[src/logic/pwm_shared_period_cfg.svh]
`ifndef PWM_SHARED_PERIOD_CFG_SVH
`define PWM_SHARED_PERIOD_CFG_SVH

// register offsets on the special-function bus
`define ADDR_INT_ENABLE_ONE   8'ha9
`define ADDR_INT_PRIORITY_ONE 8'hb9
`define ADDR_CLK_INV_CFG      8'hd1
`define ADDR_ENABLE_FLAG_CTL  8'hd2
`define ADDR_PERIOD_HIGH      8'hd3
`define ADDR_DUTY_LOW_A       8'hd4
`define ADDR_DUTY_HIGH_0      8'hd5
`define ADDR_DUTY_HIGH_1      8'hd6
`define ADDR_DUTY_HIGH_2      8'hd7
`define ADDR_DUTY_LOW_B       8'hdc
`define ADDR_DUTY_HIGH_3      8'hdd
`define ADDR_DUTY_HIGH_4      8'hde
`define ADDR_DUTY_HIGH_5      8'hdf

// field positions
`define BIT_OVF_IRQ_EN        1
`define BIT_OVF_IRQ_PRIO      1
`define BIT_MASTER_EN         7
`define BIT_OVF_FLAG          6
`define BIT_MODE_SEL          7
`define MSB_CLK_SEL           7
`define LSB_CLK_SEL           6
`define MSB_PERIOD_LOW        7
`define LSB_PERIOD_LOW        6

// implemented bits of the interrupt registers, upper bits read zero
`define INT_REG_MASK          8'h1f
// low duty field of register b has bit 6 unused
`define DUTY_LOW_B_MASK       8'hbf

// reset values
`define RST_REG8              8'h00
`define RST_CNT10             10'h000
`define RST_PRESCALE          5'h00

// prescaler terminal counts
`define PRESC_TC_DIV2         5'h01
`define PRESC_TC_DIV8         5'h07
`define PRESC_TC_DIV32        5'h1f

`endif

[src/logic/pwm_shared_period_pkg.sv]
package pwm_shared_period_pkg;

    typedef enum logic [1:0] {
        CLK_DIV1  = 2'h0,
        CLK_DIV2  = 2'h1,
        CLK_DIV8  = 2'h2,
        CLK_DIV32 = 2'h3
    } clk_sel_t;

    typedef logic [9:0] count10_t;

endpackage : pwm_shared_period_pkg

[src/logic/pwm_shared_period_control.sv]
// Summary of operation
// - clock select: undivided, /2, /8, /32
// - invert bit flips each channel output
// - counter increments, wraps after reaching period
// - shared period equals value plus one
// - period from high register plus low bits
// - master enable runs; clear stops, zeroes counter
// - disable keeps pins; channel enable releases
// - overflow sets the interrupt flag
// - one flag, one vector for all
// - channel enable routes waveform to pin
// - enable bit one gates overflow interrupt
// - priority bit selects low or high
// - non-inverted high width equals duty value in prescaled counter ticks
`timescale 1ns/1ps
`default_nettype none
`include "pwm_shared_period_cfg.svh"

module pwm_shared_period_control
    import pwm_shared_period_pkg::*;
#(
    parameter int NUM_CH = 6
) (
    input  wire logic              core_clk_i,  // system clock, 125 MHz
    input  wire logic              sys_rst_i,   // async reset, active high
    input  wire logic [7:0]        addr_i,      // register address
    input  wire logic [7:0]        wdata_i,     // write data
    input  wire logic              wr_i,        // write strobe
    input  wire logic              rd_i,        // read strobe
    output logic      [7:0]        rdata_o,     // read data, cycle after strobe
    output logic      [NUM_CH-1:0] pwm_o,       // channel pin levels
    output logic      [NUM_CH-1:0] pwm_oe_o,    // channel pin drive enables
    output logic                   irq_o,       // overflow interrupt request
    output logic                   irq_prio_o   // overflow interrupt priority
);

    ////////////////////////////////////////////////////////////////////////
    // register file

    logic [7:0]  int_enable_one_q;
    logic [7:0]  int_priority_one_q;
    logic [7:0]  clk_inv_cfg_q;
    logic [7:0]  enable_ctl_q;       // bit 6 stored but never read back, see flag
    logic        overflow_flag_q;
    logic [7:0]  period_high_q;
    logic [7:0]  duty_low_a_q;
    logic [7:0]  duty_low_b_q;
    logic [7:0]  duty_high_q [NUM_CH];
    count10_t    period_act_q;
    count10_t    duty_act_q [NUM_CH];
    logic [7:0]  rdata_q;

    wire logic hit_ie    = (addr_i == `ADDR_INT_ENABLE_ONE);
    wire logic hit_ip    = (addr_i == `ADDR_INT_PRIORITY_ONE);
    wire logic hit_cfg   = (addr_i == `ADDR_CLK_INV_CFG);
    wire logic hit_con   = (addr_i == `ADDR_ENABLE_FLAG_CTL);
    wire logic hit_prd   = (addr_i == `ADDR_PERIOD_HIGH);
    wire logic hit_dla   = (addr_i == `ADDR_DUTY_LOW_A);
    wire logic hit_dlb   = (addr_i == `ADDR_DUTY_LOW_B);

    logic [NUM_CH-1:0] hit_dh;
    assign hit_dh[0] = (addr_i == `ADDR_DUTY_HIGH_0);
    assign hit_dh[1] = (addr_i == `ADDR_DUTY_HIGH_1);
    assign hit_dh[2] = (addr_i == `ADDR_DUTY_HIGH_2);
    assign hit_dh[3] = (addr_i == `ADDR_DUTY_HIGH_3);
    assign hit_dh[4] = (addr_i == `ADDR_DUTY_HIGH_4);
    assign hit_dh[5] = (addr_i == `ADDR_DUTY_HIGH_5);

    // flag as seen on the control register
    wire logic [7:0] con_view = {enable_ctl_q[7], overflow_flag_q, enable_ctl_q[5:0]};

    logic [7:0] dh_view;
    always_comb begin
        dh_view = `RST_REG8;
        for (int i = 0; i < NUM_CH; i++) begin
            if (hit_dh[i]) begin
                dh_view = duty_high_q[i];
            end
        end
    end

    // unmapped addresses read as zero
    wire logic [7:0] rd_mux =
        hit_ie  ? (int_enable_one_q & `INT_REG_MASK)   :
        hit_ip  ? (int_priority_one_q & `INT_REG_MASK) :
        hit_cfg ? clk_inv_cfg_q :
        hit_con ? con_view :
        hit_prd ? period_high_q :
        hit_dla ? duty_low_a_q :
        hit_dlb ? (duty_low_b_q & `DUTY_LOW_B_MASK) :
        dh_view;

    wire logic wr_ie  = wr_i & hit_ie;
    wire logic wr_ip  = wr_i & hit_ip;
    wire logic wr_cfg = wr_i & hit_cfg;
    wire logic wr_con = wr_i & hit_con;
    wire logic wr_prd = wr_i & hit_prd;
    wire logic wr_dla = wr_i & hit_dla;
    wire logic wr_dlb = wr_i & hit_dlb;

    always_ff @(posedge core_clk_i or posedge sys_rst_i) begin
        if (sys_rst_i) begin
            int_enable_one_q   <= `RST_REG8;
            int_priority_one_q <= `RST_REG8;
            clk_inv_cfg_q      <= `RST_REG8;
            enable_ctl_q       <= `RST_REG8;
            period_high_q      <= `RST_REG8;
            duty_low_a_q       <= `RST_REG8;
            duty_low_b_q       <= `RST_REG8;
        end else begin
            if (wr_ie) int_enable_one_q <= wdata_i & `INT_REG_MASK;
            if (wr_ip) int_priority_one_q <= wdata_i & `INT_REG_MASK;
            if (wr_cfg) clk_inv_cfg_q <= wdata_i;
            if (wr_con) enable_ctl_q <= wdata_i;
            if (wr_prd) period_high_q <= wdata_i;
            if (wr_dla) duty_low_a_q <= wdata_i;
            if (wr_dlb) duty_low_b_q <= wdata_i & `DUTY_LOW_B_MASK;
        end
    end

    always_ff @(posedge core_clk_i or posedge sys_rst_i) begin
        if (sys_rst_i) begin
            rdata_q <= `RST_REG8;
        end else begin
            rdata_q <= rd_i ? rd_mux : `RST_REG8;
        end
    end

    ////////////////////////////////////////////////////////////////////////
    // shadow loads: high byte write commits the whole 10-bit value,
    // so a low-bits-then-high order never exposes a half-written value

    // low bits of the period are taken at the high-byte write
    wire count10_t period_new = {wdata_i, duty_low_a_q[`MSB_PERIOD_LOW:`LSB_PERIOD_LOW]};

    always_ff @(posedge core_clk_i or posedge sys_rst_i) begin
        if (sys_rst_i) begin
            period_act_q <= `RST_CNT10;
        end else if (wr_prd) begin
            period_act_q <= period_new;
        end
    end

    // low duty bits: channels 0..2 in register a, 3..5 in register b
    logic [1:0] duty_low [NUM_CH];
    generate
        for (genvar c = 0; c < NUM_CH; c++) begin : g_duty
            if (c < 3) begin : g_a
                assign duty_low[c] = duty_low_a_q[2*c+1:2*c];
            end else begin : g_b
                assign duty_low[c] = duty_low_b_q[2*(c-3)+1:2*(c-3)];
            end

            always_ff @(posedge core_clk_i or posedge sys_rst_i) begin
                if (sys_rst_i) begin
                    duty_high_q[c] <= `RST_REG8;
                    duty_act_q[c]  <= `RST_CNT10;
                end else if (wr_i && hit_dh[c]) begin
                    duty_high_q[c] <= wdata_i;
                    duty_act_q[c]  <= {wdata_i, duty_low[c]};
                end
            end
        end
    endgenerate

    ////////////////////////////////////////////////////////////////////////
    // prescaler and shared counter

    wire logic     master_en = enable_ctl_q[`BIT_MASTER_EN];
    wire clk_sel_t clk_sel   = clk_sel_t'(clk_inv_cfg_q[`MSB_CLK_SEL:`LSB_CLK_SEL]);

    logic [4:0] presc_q;
    count10_t   count_q;

    // free-running divider; /2, /8 and /32 tick on their own terminal count, undivided ticks every cycle
    wire logic tick =
        (clk_sel == CLK_DIV1)  ? 1'b1 :
        (clk_sel == CLK_DIV2)  ? (presc_q[0] == `PRESC_TC_DIV2) :
        (clk_sel == CLK_DIV8)  ? (presc_q[2:0] == `PRESC_TC_DIV8) :
        (presc_q == `PRESC_TC_DIV32);

    // counter at or past period wraps; covers a period shrunk under it
    wire logic at_top   = (count_q >= period_act_q);
    wire logic overflow = master_en & tick & at_top;

    always_ff @(posedge core_clk_i or posedge sys_rst_i) begin
        if (sys_rst_i) begin
            presc_q <= `RST_PRESCALE;
            count_q <= `RST_CNT10;
        end else if (!master_en) begin
            presc_q <= `RST_PRESCALE;
            count_q <= `RST_CNT10;
        end else begin
            presc_q <= presc_q + 5'h01;
            if (tick) begin
                count_q <= at_top ? `RST_CNT10 : count_q + 10'h001;
            end
        end
    end

    ////////////////////////////////////////////////////////////////////////
    // overflow flag and interrupt

    wire logic flag_clr = wr_con & wdata_i[`BIT_OVF_FLAG];

    // a new overflow wins over a same-cycle write-one clear
    always_ff @(posedge core_clk_i or posedge sys_rst_i) begin
        if (sys_rst_i) begin
            overflow_flag_q <= 1'b0;
        end else if (overflow) begin
            overflow_flag_q <= 1'b1;
        end else if (flag_clr) begin
            overflow_flag_q <= 1'b0;
        end
    end

    wire logic irq_d = overflow_flag_q & int_enable_one_q[`BIT_OVF_IRQ_EN];

    always_ff @(posedge core_clk_i or posedge sys_rst_i) begin
        if (sys_rst_i) begin
            irq_o      <= 1'b0;
            irq_prio_o <= 1'b0;
        end else begin
            irq_o      <= irq_d;
            irq_prio_o <= int_priority_one_q[`BIT_OVF_IRQ_PRIO];
        end
    end

    ////////////////////////////////////////////////////////////////////////
    // channel outputs

    logic [NUM_CH-1:0] wave;
    generate
        for (genvar c = 0; c < NUM_CH; c++) begin : g_wave
            // idle unit holds the non-inverted level low
            assign wave[c] = master_en & (count_q < duty_act_q[c]);
        end
    endgenerate

    wire logic [NUM_CH-1:0] inv_bits = clk_inv_cfg_q[NUM_CH-1:0];
    wire logic [NUM_CH-1:0] pin_en   = enable_ctl_q[NUM_CH-1:0];

    // master disable leaves pin enables alone; only channel bits release pins
    always_ff @(posedge core_clk_i or posedge sys_rst_i) begin
        if (sys_rst_i) begin
            pwm_o    <= '0;
            pwm_oe_o <= '0;
        end else begin
            pwm_o    <= wave ^ inv_bits;
            pwm_oe_o <= pin_en;
        end
    end

    assign rdata_o = rdata_q;

endmodule : pwm_shared_period_control
`default_nettype wire

[config.mk]
export PLATFORM = sky130hd
export DESIGN_NAME = pwm_shared_period_control
export DESIGN_NICKNAME = d
export VERILOG_FILES = /design/src/logic/pwm_shared_period_pkg.sv /design/src/logic/pwm_shared_period_control.sv
export VERILOG_INCLUDE_DIRS = /design/src /design/src/logic
export SDC_FILE = /design/constraint.sdc
export NUM_CORES = 1
export LEC_CHECK = 0
export BUFFER_PORTS_ARGS = -buffer_cell sky130_fd_sc_hd__buf_4
export CORE_MARGIN = 10
export CORE_UTILIZATION = 60
export CTS_CLUSTER_SIZE = 14
export DETAILED_ROUTE_END_ITERATION = 6
export PLACE_DENSITY = 0.9
export SYNTH_ARGS = -nofsm -noshare
export SYNTH_HDL_FRONTEND = slang
export SYNTH_SLANG_ARGS = --single-unit
export TNS_END_PERCENT = 1
[constraint.sdc]
create_clock -name core_clk_i -period 6.6 [get_ports core_clk_i]
set_input_delay 1.65 -clock core_clk_i [delete_from_list [all_inputs] [get_ports core_clk_i]]
set_output_delay 1.65 -clock core_clk_i [all_outputs]
set_load 0.05 [all_outputs]
## Yosys cells after proc, flatten, opt, wreduce, memory -nomap -nowiden

Index checks and enable logic that the tools add are counted.

| word-level totals | value |
|---|---|
| register bits | 205 |
| latch bits | 0 |
| bits in writable memories | 0 |
| bits in read-only memories | 0 |
| input port bits | 20 |
| output and inout bits | 22 |
| logic and storage cells | 104 |
| memories | 0 |

| cells by class | value |
|---|---|
| $add $sub $neg | 2 |
| $mul | 0 |
| divide/modulo/power cells | 0 |
| $lt $le $gt $ge | 7 |
| equal/unequal tests | 18 |
| shift-type cells | 0 |
| multiplexer cells | 23 |
| bitwise gates (word level) | 18 |
| reductions and logical operators | 8 |

Operators with widths:

| kind | count |
|---|---|
| $mux 8 | 14 |
| $eq 8x8->1 const B | 13 |
| $lt 10x10->1 | 6 |
| $mux 10 | 3 |
| $and 1x1->1 | 17 |
| $add 10x1->10 const B | 1 |
| $ge 10x10->1 | 1 |
| $logic_and 1x1->1 | 6 |
| $xor 6x6->6 | 1 |
| $add 5x1->5 const B | 1 |
| $eq 5x5->1 const B | 1 |
| $mux 1 | 5 |
| $mux 5 | 1 |
| $eq 3x3->1 const B | 1 |
| $eq 2x1->1 const B | 1 |
| $eq 2x2->1 const B | 1 |
| $logic_not 2->1 | 1 |
| $ne 2x1->1 const B | 1 |
| $reduce_bool 2->1 | 1 |

## Logic depth before layout (Yosys ltp)

Gate-level depths: netlist of run 1.

| depth | value |
|---|---|
| depth after elaboration | 15 |
| mapped depth | 10 |
| gate-level depth less buffers | 9 |

## Least setup slack after synthesis of run 1

No wires, ideal clock.

| timing | value |
|---|---|
| path kind | input to register |
| start | input port addr_i[2] |
| end | register duty_act_q[40] (netlist name) |
| library setup time | 128 ps |
| arrival time | 2910 ps |
| data required time | 6472 ps |
| path slack | 3563 ps |
| cell stages on the path | 5 |
| buffers on the path | 1 |
| cells stage by stage | clkbuf_1 nand2_2 nor3b_4 nand2_2 mux2_1 |

| on the way | value |
|---|---|
| cells in the longest elaborated chain, start to end | 2 |

RTL lines:

| item | line | RTL |
|---|---|---|
| from (decl) | pwm_shared_period_control.sv:26 | `input wire logic [7:0] addr_i,` |
| $eq 8x8->1 (no line) | n/a |  |
| $logic_and 1x1->1 | pwm_shared_period_control.sv:158 | `end else if (wr_i && hit_dh[c]) begin` |
| to (signal, indexed assignment) | pwm_shared_period_control.sv:157 | `` duty_act_q[c] <= `RST_CNT10; `` |
| to (signal, indexed assignment) | pwm_shared_period_control.sv:160 | `duty_act_q[c] <= {wdata_i, duty_low[c]};` |
| to (decl) | pwm_shared_period_control.sv:50 | `count10_t duty_act_q [NUM_CH];` |

No other way between the ends.
A chain may end at the register's enable or synchronous reset.

## Worst setup path in the final report of run 1

| timing | value |
|---|---|
| start | input port addr_i[0] |
| end | register int_priority_one_q[0] |

| on the way | value |
|---|---|
| cells in the longest elaborated chain, start to end | 2 |

RTL lines:

| item | line | RTL |
|---|---|---|
| $eq 8x8->1 (no line) | n/a |  |
| $and 1x1->1 | pwm_shared_period_control.sv:94 | `wire logic wr_ip = wr_i & hit_ip;` |
| to (signal assigned) | pwm_shared_period_control.sv:104 | `` int_priority_one_q <= `RST_REG8; `` |
| to (signal assigned) | pwm_shared_period_control.sv:112 | `` if (wr_ip) int_priority_one_q <= wdata_i & `INT_REG_MASK; `` |
| to (decl) | pwm_shared_period_control.sv:41 | `logic [7:0] int_priority_one_q;` |

No other way between the ends.

==> results of run 1 <==
## layout make-up
class / count / area [µm²]
timing repair buffer: 43 / 323
clock inverter: 14 / 176
inverter: 92 / 350
multi-input combinational: 559 / 4160
fill: 1028 / 4400
tap: 180 / 225
clock buffer: 18 / 429
sequential: 148 / 3700
## cells in the mapped netlist, types with 2 or more instances
library cell	number
sky130_fd_sc_hd__xor2_1	6
sky130_fd_sc_hd__buf_2	16
sky130_fd_sc_hd__a22o_1	7
sky130_fd_sc_hd__a22oi_1	3
sky130_fd_sc_hd__xnor2_1	2
sky130_fd_sc_hd__a21o_1	19
sky130_fd_sc_hd__dfrtp_1	148
sky130_fd_sc_hd__a32o_1	7
sky130_fd_sc_hd__o2111ai_1	8
sky130_fd_sc_hd__nand2_1	69
sky130_fd_sc_hd__a32oi_1	3
sky130_fd_sc_hd__ha_1	68
sky130_fd_sc_hd__nor3_1	3
sky130_fd_sc_hd__and3_1	10
sky130_fd_sc_hd__and2_1	5
sky130_fd_sc_hd__o32ai_1	3
sky130_fd_sc_hd__o211ai_1	17
sky130_fd_sc_hd__a21oi_1	46
sky130_fd_sc_hd__a221oi_1	12
sky130_fd_sc_hd__nor3_4	3
sky130_fd_sc_hd__a2111oi_0	2
sky130_fd_sc_hd__nor2b_1	5
sky130_fd_sc_hd__nand2b_1	15
sky130_fd_sc_hd__nor2_1	42
sky130_fd_sc_hd__o21ai_0	65
sky130_fd_sc_hd__mux2i_1	7
sky130_fd_sc_hd__inv_1	91
sky130_fd_sc_hd__o31ai_1	2
sky130_fd_sc_hd__a31oi_1	5
sky130_fd_sc_hd__nand3_1	22
sky130_fd_sc_hd__mux2_2	77
sky130_fd_sc_hd__a211oi_1	3
sky130_fd_sc_hd__nand2_2	7
sky130_fd_sc_hd__clkbuf_1	20
## flip-flops by register name, indices dropped and copies added, names as in the netlist, 7 cells and up
name           cells
duty_high_q       48
duty_act_q        12
count_q           10
clk_inv_cfg_q      8
duty_low_a_q       8
period_high_q      8
rdata_o            8
duty_low_b_q       7
enable_ctl_q       7
## cell usage in the layout, fill, tap and decap left out, types with 5 or more instances in the layout
cell                          n
sky130_fd_sc_hd__a21o_1      19
sky130_fd_sc_hd__a21oi_1     46
sky130_fd_sc_hd__a221oi_1    12
sky130_fd_sc_hd__a22o_1       7
sky130_fd_sc_hd__a31oi_1      5
sky130_fd_sc_hd__a32o_1       7
sky130_fd_sc_hd__and2_1       5
sky130_fd_sc_hd__and3_1      10
sky130_fd_sc_hd__buf_4       43
sky130_fd_sc_hd__clkbuf_16   17
sky130_fd_sc_hd__dfrtp_1    148
sky130_fd_sc_hd__ha_1        68
sky130_fd_sc_hd__inv_1       90
sky130_fd_sc_hd__mux2_2      77
sky130_fd_sc_hd__mux2i_1      7
sky130_fd_sc_hd__nand2_1     69
sky130_fd_sc_hd__nand2_2      7
sky130_fd_sc_hd__nand2b_1    15
sky130_fd_sc_hd__nand3_1     22
sky130_fd_sc_hd__nor2_1      42
sky130_fd_sc_hd__nor2b_1      5
sky130_fd_sc_hd__o2111ai_1    8
sky130_fd_sc_hd__o211ai_1    17
sky130_fd_sc_hd__o21ai_0     65
sky130_fd_sc_hd__xor2_1       6
## kinds of logic (layout without fill, tap and decap cells)
| family | Yosys count | in the layout | synth area share, % |
|---|---|---|---|
| muxes | 85 | 85 | 11.3 |
| and+or+nand+nor | 190 | 190 | 11.3 |
| DFF | 148 | 148 | 44.2 |
| buffers and inverters | 130 | 167 | 6.11 |
| adders and majority gates | 68 | 68 | 10.2 |
| AOI/OAI and AO/OA | 208 | 208 | 16.1 |
| xor gates and xnor gates | 8 | 8 | 0.836 |
## routing by layer
metal | vias up | track usage [%] | part of all wire (%)
li1 | 3012 | - | -
met1 | 3346 | 29.3 | 38
met2 | 411 | 39.4 | 47
met3 | 100 | 6.30 | 10
met4 | 0 | 13.0 | 4.7
met5 | - | 0 | 0
## where the power goes
group          total [W]  leakage, nW  internal, W  switching (W)
sequential      0.000994         1.88     0.000956      0.0000383
clock            0.00101        0.291     0.000598       0.000408
combinational   0.000250         2.52    0.0000822       0.000167
## per-stage QoR
stage	cells	setup slack [ns]	hold slack, ns	utilization, %
after global routing	1054	2.86	0.396	68.0
after CTS	1054	3.14	0.389	68.0
final	1054	3.02	0.390	68.0
after global placement	1022	2.85	0.371	63.6
after floorplan	837	0.970	0.354	-
after detailed placement	1022	2.74	0.374	63.6
## worst max-delay path, cell delays in order
cell and delay, ns:
sky130_fd_sc_hd__buf_4 0.40, sky130_fd_sc_hd__and2b_1 0.57, sky130_fd_sc_hd__nand3_1 0.47, sky130_fd_sc_hd__nor2_1 0.57, sky130_fd_sc_hd__nand2_1 0.14, sky130_fd_sc_hd__o21ai_0 0.11
## worst paths after layout
path	end	from	depth (start not counted)	slack, ns
max in group asynchronous	duty_low_a_q[7]	sys_rst_i	3	3.96
max	int_priority_one_q[0]	addr_i[0]	6	3.02
max reg2reg	count_q[7]	count_q[5]	7	3.45
min	irq_prio_o	int_priority_one_q[1]	0	0.39
min in group asynchronous	clk_inv_cfg_q[3]	sys_rst_i	2	1.40
min reg2reg	irq_prio_o	int_priority_one_q[1]	0	0.39
==> run summary, run 1 <==
=================================================================================================
Area growth from synthesis to layout                                                        11.8%
Critical Setup Path Class                                                            primary input to flip-flop
Transition time at the pin with the least slew margin                                    0.937 ns
Count of hold buffers inserted by post-cts repair                                               0
Yosys top cell by area                                                               sky130_fd_sc_hd__dfrtp_1
Number of slew-limit violations in the final report                                             0
Layout cells sized above 1                                                                  19.2%
Count of vias placed by the detailed router                                                  6869
Initial Util                                                                                60.8%
Syn nets                                                                                      925
Global-route wire length before repair                                                    37.2 mm
Root Driver                                                                          sky130_fd_sc_hd__clkbuf_16
Clock insertion delay at the later pin of the skew report                                 0.44 ns
Post-route antenna net violation count                                                          0
Leakage power                                                                             4.70 nW
Number of placement rows                                                                       43
Number of gates resized after CTS                                                               0
HPWL after DPL                                                                            15.8 mm
Number of optimization iterations in the first detailed-route pass                              6
Fin crit share                                                                              54.3%
Initial antenna violation count                                                                 0
GRT Total Usage                                                                             24.4%
Total Wirelength                                                                          23.7 mm
Clock sink count                                                                              148
Nets                                                                                          949
Tightest Hold Check Type                                                             flip-flop to flip-flop
Crit Path Max Fanout                                                                           46
Most used flip-flop cell after synthesis                                             sky130_fd_sc_hd__dfrtp_1
Clock period minus worst slack                                                            3.58 ns
Final Total Pwr                                                                         0.00225 W
Placed cell areas                                                                        8760 µm²
WP data arrival                                                                           3.93 ns
Number of global-route vias before repair                                                    6763
Area share of the leading cell type in the synthesized netlist                              44.2%
Core region area                                                                        13800 µm²
Worst Clk Skew                                                                         0.00862 ns
Vias per cell                                                                                6.52
Setup Viol. Count Final                                                                         0
Dominant cells by area after synthesis                                               sky130_fd_sc_hd__dfrtp_1 (44%), sky130_fd_sc_hd__mux2_2 (10%), sky130_fd_sc_hd__ha_1 (10%), sky130_fd_sc_hd__inv_1 (4.1%), sky130_fd_sc_hd__o21ai_0 (3.9%)
Worst VDD drop                                                                             204 µV
Number of enable flip-flop cells after synthesis                                                0
Synthesized instance count                                                                    837
Fraction of synthesis flops using an asynchronous set or reset pin                           100%
Kind of launch point of the worst setup path                                         primary input
Post-CTS setup buffers                                                                          0
Post-Synthesis Mean Instance Area                                                        10.0 µm²
Clk slew on worst S/H paths                                                               0.06 ns
Total count of hold-check failures in the final report                                          0
Total I/O pin count                                                                            42
Post-route DRC                                                                                  0
Maximum number of pins on one net before global-route repair                                   98
Power Dens Cells                                                                       240 nW/µm²
Register area share after synthesis                                                         44.2%
RSZ-0062 raised after global routing                                                        false
Total negative slack for setup checks                                                        0 ns
CP required                                                                               6.95 ns
Flip-flop and latch count after synthesis                                                     148
Number of buffers inserted by port buffering                                                   41
Clock buffers created by TritonCTS                                                             17
Initial detailed-routing violation count                                                      974
Post-Synthesis Cell Area                                                                 8380 µm²
H-Tree Level Count                                                                              4
Post-route standard cell area excluding fillers                                          9370 µm²
Number of distinct library cell variants in the gate-level netlist after synthesis             53
Outcome                                                                              finished, final reports clean
FMAX                                                                                      279 MHz
Clock tree from TritonCTS                                                                    done
Floorplan die area                                                                      19100 µm²
Max-cap check violation count                                                                   0
Type of destination of the critical path                                                flip-flop
Longest Clk Path Bufs                                                                           2
N_diodes                                                                                        0
Routability congestion estimate                                                             0.981
Die Span X                                                                                 138 µm
Worst slew margin relative to its limit                                                     37.4%
Overall die height                                                                         138 µm
Yosys warns                                                                                     0
Overflow left after global routing                                                              0
DR WL/cell                                                                                22.4 µm
=================================================================================================
Note: power is estimated with default switching activity, not from simulation.
==> run 2, diff against run 1 <==
- clock period: 6.6 -> 3.55 ns (I/O delays scaled with it)
==> run summary, run 2 (same netlist as run 1, synthesis figures left out) <==
=================================================================================
Number of global-route vias before repair                                    6731   -0.47%
Clock insertion delay at the later pin of the skew report                 0.44 ns   about the same
Max-cap check violation count                                                   0   unchanged
Total Wirelength                                                          23.9 mm   +1.1%
Clock period minus worst slack                                            2.71 ns
Initial detailed-routing violation count                                      951   -2.4%
Fin crit share                                                              76.4%
Met1 routed wirelength after detailed routing                             9.15 mm   +1.2%
Largest register FFs                                                           48   unchanged
Count of hold buffers inserted by post-cts repair                               0   unchanged
Post-CTS setup buffers                                                          0   unchanged
Clock buffers created by TritonCTS                                             17   unchanged
DR WL/cell                                                                22.4 µm   about the same
Setup Viol. Count Final                                                         0   unchanged
Layout cells sized above 1                                                  20.5%   +1.3 points
Root Driver                                                          sky130_fd_sc_hd__clkbuf_16
Worst slack at placement                                                 0.824 ns   -1.91 ns
H-Tree Level Count                                                              4   unchanged
Worst Clk Skew                                                         0.00702 ns   -0.00159 ns
Core region area                                                        13800 µm²   unchanged
Setup slack, reg-to-reg                                                   0.84 ns   -2.61 ns
CP required                                                               3.90 ns   -3.05 ns
Critical Setup Path Class                                            flip-flop to flip-flop
Overall die height                                                         138 µm   unchanged
Overflow left after global routing                                              0   unchanged
Vias per cell                                                                6.46   -0.90%
Worst slew margin relative to its limit                                     47.5%   +10 points
Global-route wire length before repair                                    37.5 mm   +0.93%
Total count of hold-check failures in the final report                          0   unchanged
Smallest setup slack after layout                                        0.836 ns   -2.18 ns
Outcome                                                              finished, final reports clean
Leakage power                                                             4.76 nW   +1.3%
Total met2 wirelength after detailed routing                              11.3 mm   +1.2%
Number of buffers inserted by port buffering                                   41   unchanged
Maximum number of pins on one net before global-route repair                   70   -29%
Tightest Hold Check Type                                             flip-flop to flip-flop
Met3 layer wire length in the routed design                               2.37 mm   about the same
Number of optimization iterations in the first detailed-route pass              7   +1
Initial Util                                                                60.8%   unchanged
Commonest non-fill, non-tap cells in the layout                      sky130_fd_sc_hd__dfrtp_1 (148), sky130_fd_sc_hd__inv_1 (90), sky130_fd_sc_hd__mux2_2 (77), sky130_fd_sc_hd__nand2_1 (69), sky130_fd_sc_hd__ha_1 (68)
Highest Signal Layer                                                         met4
Clk slew on worst S/H paths                                               0.06 ns   about the same
Power Dens Cells                                                       431 nW/µm²   +80%
RSZ-0062 raised after global routing                                        false
Post-layout utilization of the core                                         68.7%   +0.64 points
Post-route antenna net violation count                                          0   unchanged
Clock tree from TritonCTS                                                    done
Total negative slack for setup checks                                        0 ns   unchanged
Largest registers ranked by flip-flop count                          duty_high_q (48), duty_act_q (12), count_q (10)
WP data arrival                                                           3.06 ns   -0.87 ns
Routability congestion estimate                                             0.982   about the same
Kind of launch point of the worst setup path                            flip-flop
Count of vias placed by the detailed router                                  6891   +0.32%
Die Span X                                                                 138 µm   unchanged
Total I/O pin count                                                            42   unchanged
Final Total Pwr                                                         0.00408 W   +81%
Transition time at the pin with the least slew margin                    0.785 ns   -0.152 ns
HPWL after DPL                                                            16.4 mm   +3.6%
Type of destination of the critical path                                flip-flop
Number of placement rows                                                       43   unchanged
N_diodes                                                                        0   unchanged
Number of slew-limit violations in the final report                             0   unchanged
Number of gates resized after CTS                                               0   unchanged
Most common library cell in the layout ignoring fill and taps        sky130_fd_sc_hd__dfrtp_1
Clock sink count                                                              148   unchanged
Floorplan die area                                                      19100 µm²   unchanged
FMAX                                                                      368 MHz
Biggest register                                                      duty_high_q
Nets                                                                          962   +1.4%
Worst VDD drop                                                             383 µV   +87%
GRT Total Usage                                                             24.5%   +0.13 points
Longest Clk Path Bufs                                                           2   unchanged
Area growth from synthesis to layout                                        12.9%
Initial antenna violation count                                                 0   unchanged
WHS                                                                      0.396 ns   +0.00604 ns
Post-route DRC                                                                  0   unchanged
Crit Path Max Fanout                                                           13   -72%
=================================================================================
-- run 2: cell count changes in the layout (fill, tap and decap cells not counted), sizes merged --
cell,before,now
clkinvlp,2,3
clkbuf,18,17
buf,43,56
inv,95,97
bufinv,3,1
-- run 2: area by class of cell --
cell class | count | area (µm²)
flip-flops and latches | 148 | 3700
fillers | 990 | 4320
inverters | 92 | 349
well taps | 180 | 225
clock inverters | 15 | 148
multi-input cells | 559 | 4160
clock buffers | 17 | 425
repair buffers | 56 | 445
-- run 2: power breakdown --
group,total [W],switching [W],leakage (nW),internal [W]
logic,0.000477,0.000314,2.60,0.000163
registers,0.00185,0.0000720,1.88,0.00178
clock network,0.00175,0.000771,0.278,0.000982
-- run 2: stage by stage --
stage,instance area [µm²],std cells
2_1_floorplan,8380,837
3_3_place_gp,8880,1035
3_5_place_dp,8880,1035
4_1_cts,9460,1067
5_1_grt,9460,1067
6_report,9460,1067
-- run 2: layer usage --
metal  global-route usage, %  vias up
met5                       0        -
met4                    12.6        0
met3                    6.27      101
met2                    38.7      466
met1                    30.5     3297
li1                        -     3027
-- run 2: final timing paths --
path                            cells past startpoint               to             startpoint
max in group asynchronous                           3  duty_high_q[27]              sys_rst_i
worst min register to register                      0       irq_prio_o  int_priority_one_q[1]
worst min-delay path                                0       irq_prio_o  int_priority_one_q[1]
worst max-delay path                                9       count_q[7]             presc_q[0]
min in group asynchronous                           2       rdata_o[3]              sys_rst_i
worst max register to register                      9       count_q[7]             presc_q[0]
-- run 2: critical path, stage by stage (launching register included) --
cell                       delay, ns
sky130_fd_sc_hd__dfrtp_1        0.40
sky130_fd_sc_hd__ha_1           0.19
sky130_fd_sc_hd__and3_1         0.16
sky130_fd_sc_hd__ha_1           0.15
sky130_fd_sc_hd__mux2i_1        0.07
sky130_fd_sc_hd__a21oi_1        0.37
sky130_fd_sc_hd__nand2_1        0.09
sky130_fd_sc_hd__nor2_1         0.61
sky130_fd_sc_hd__o21ai_1        0.32
sky130_fd_sc_hd__o211ai_1       0.26
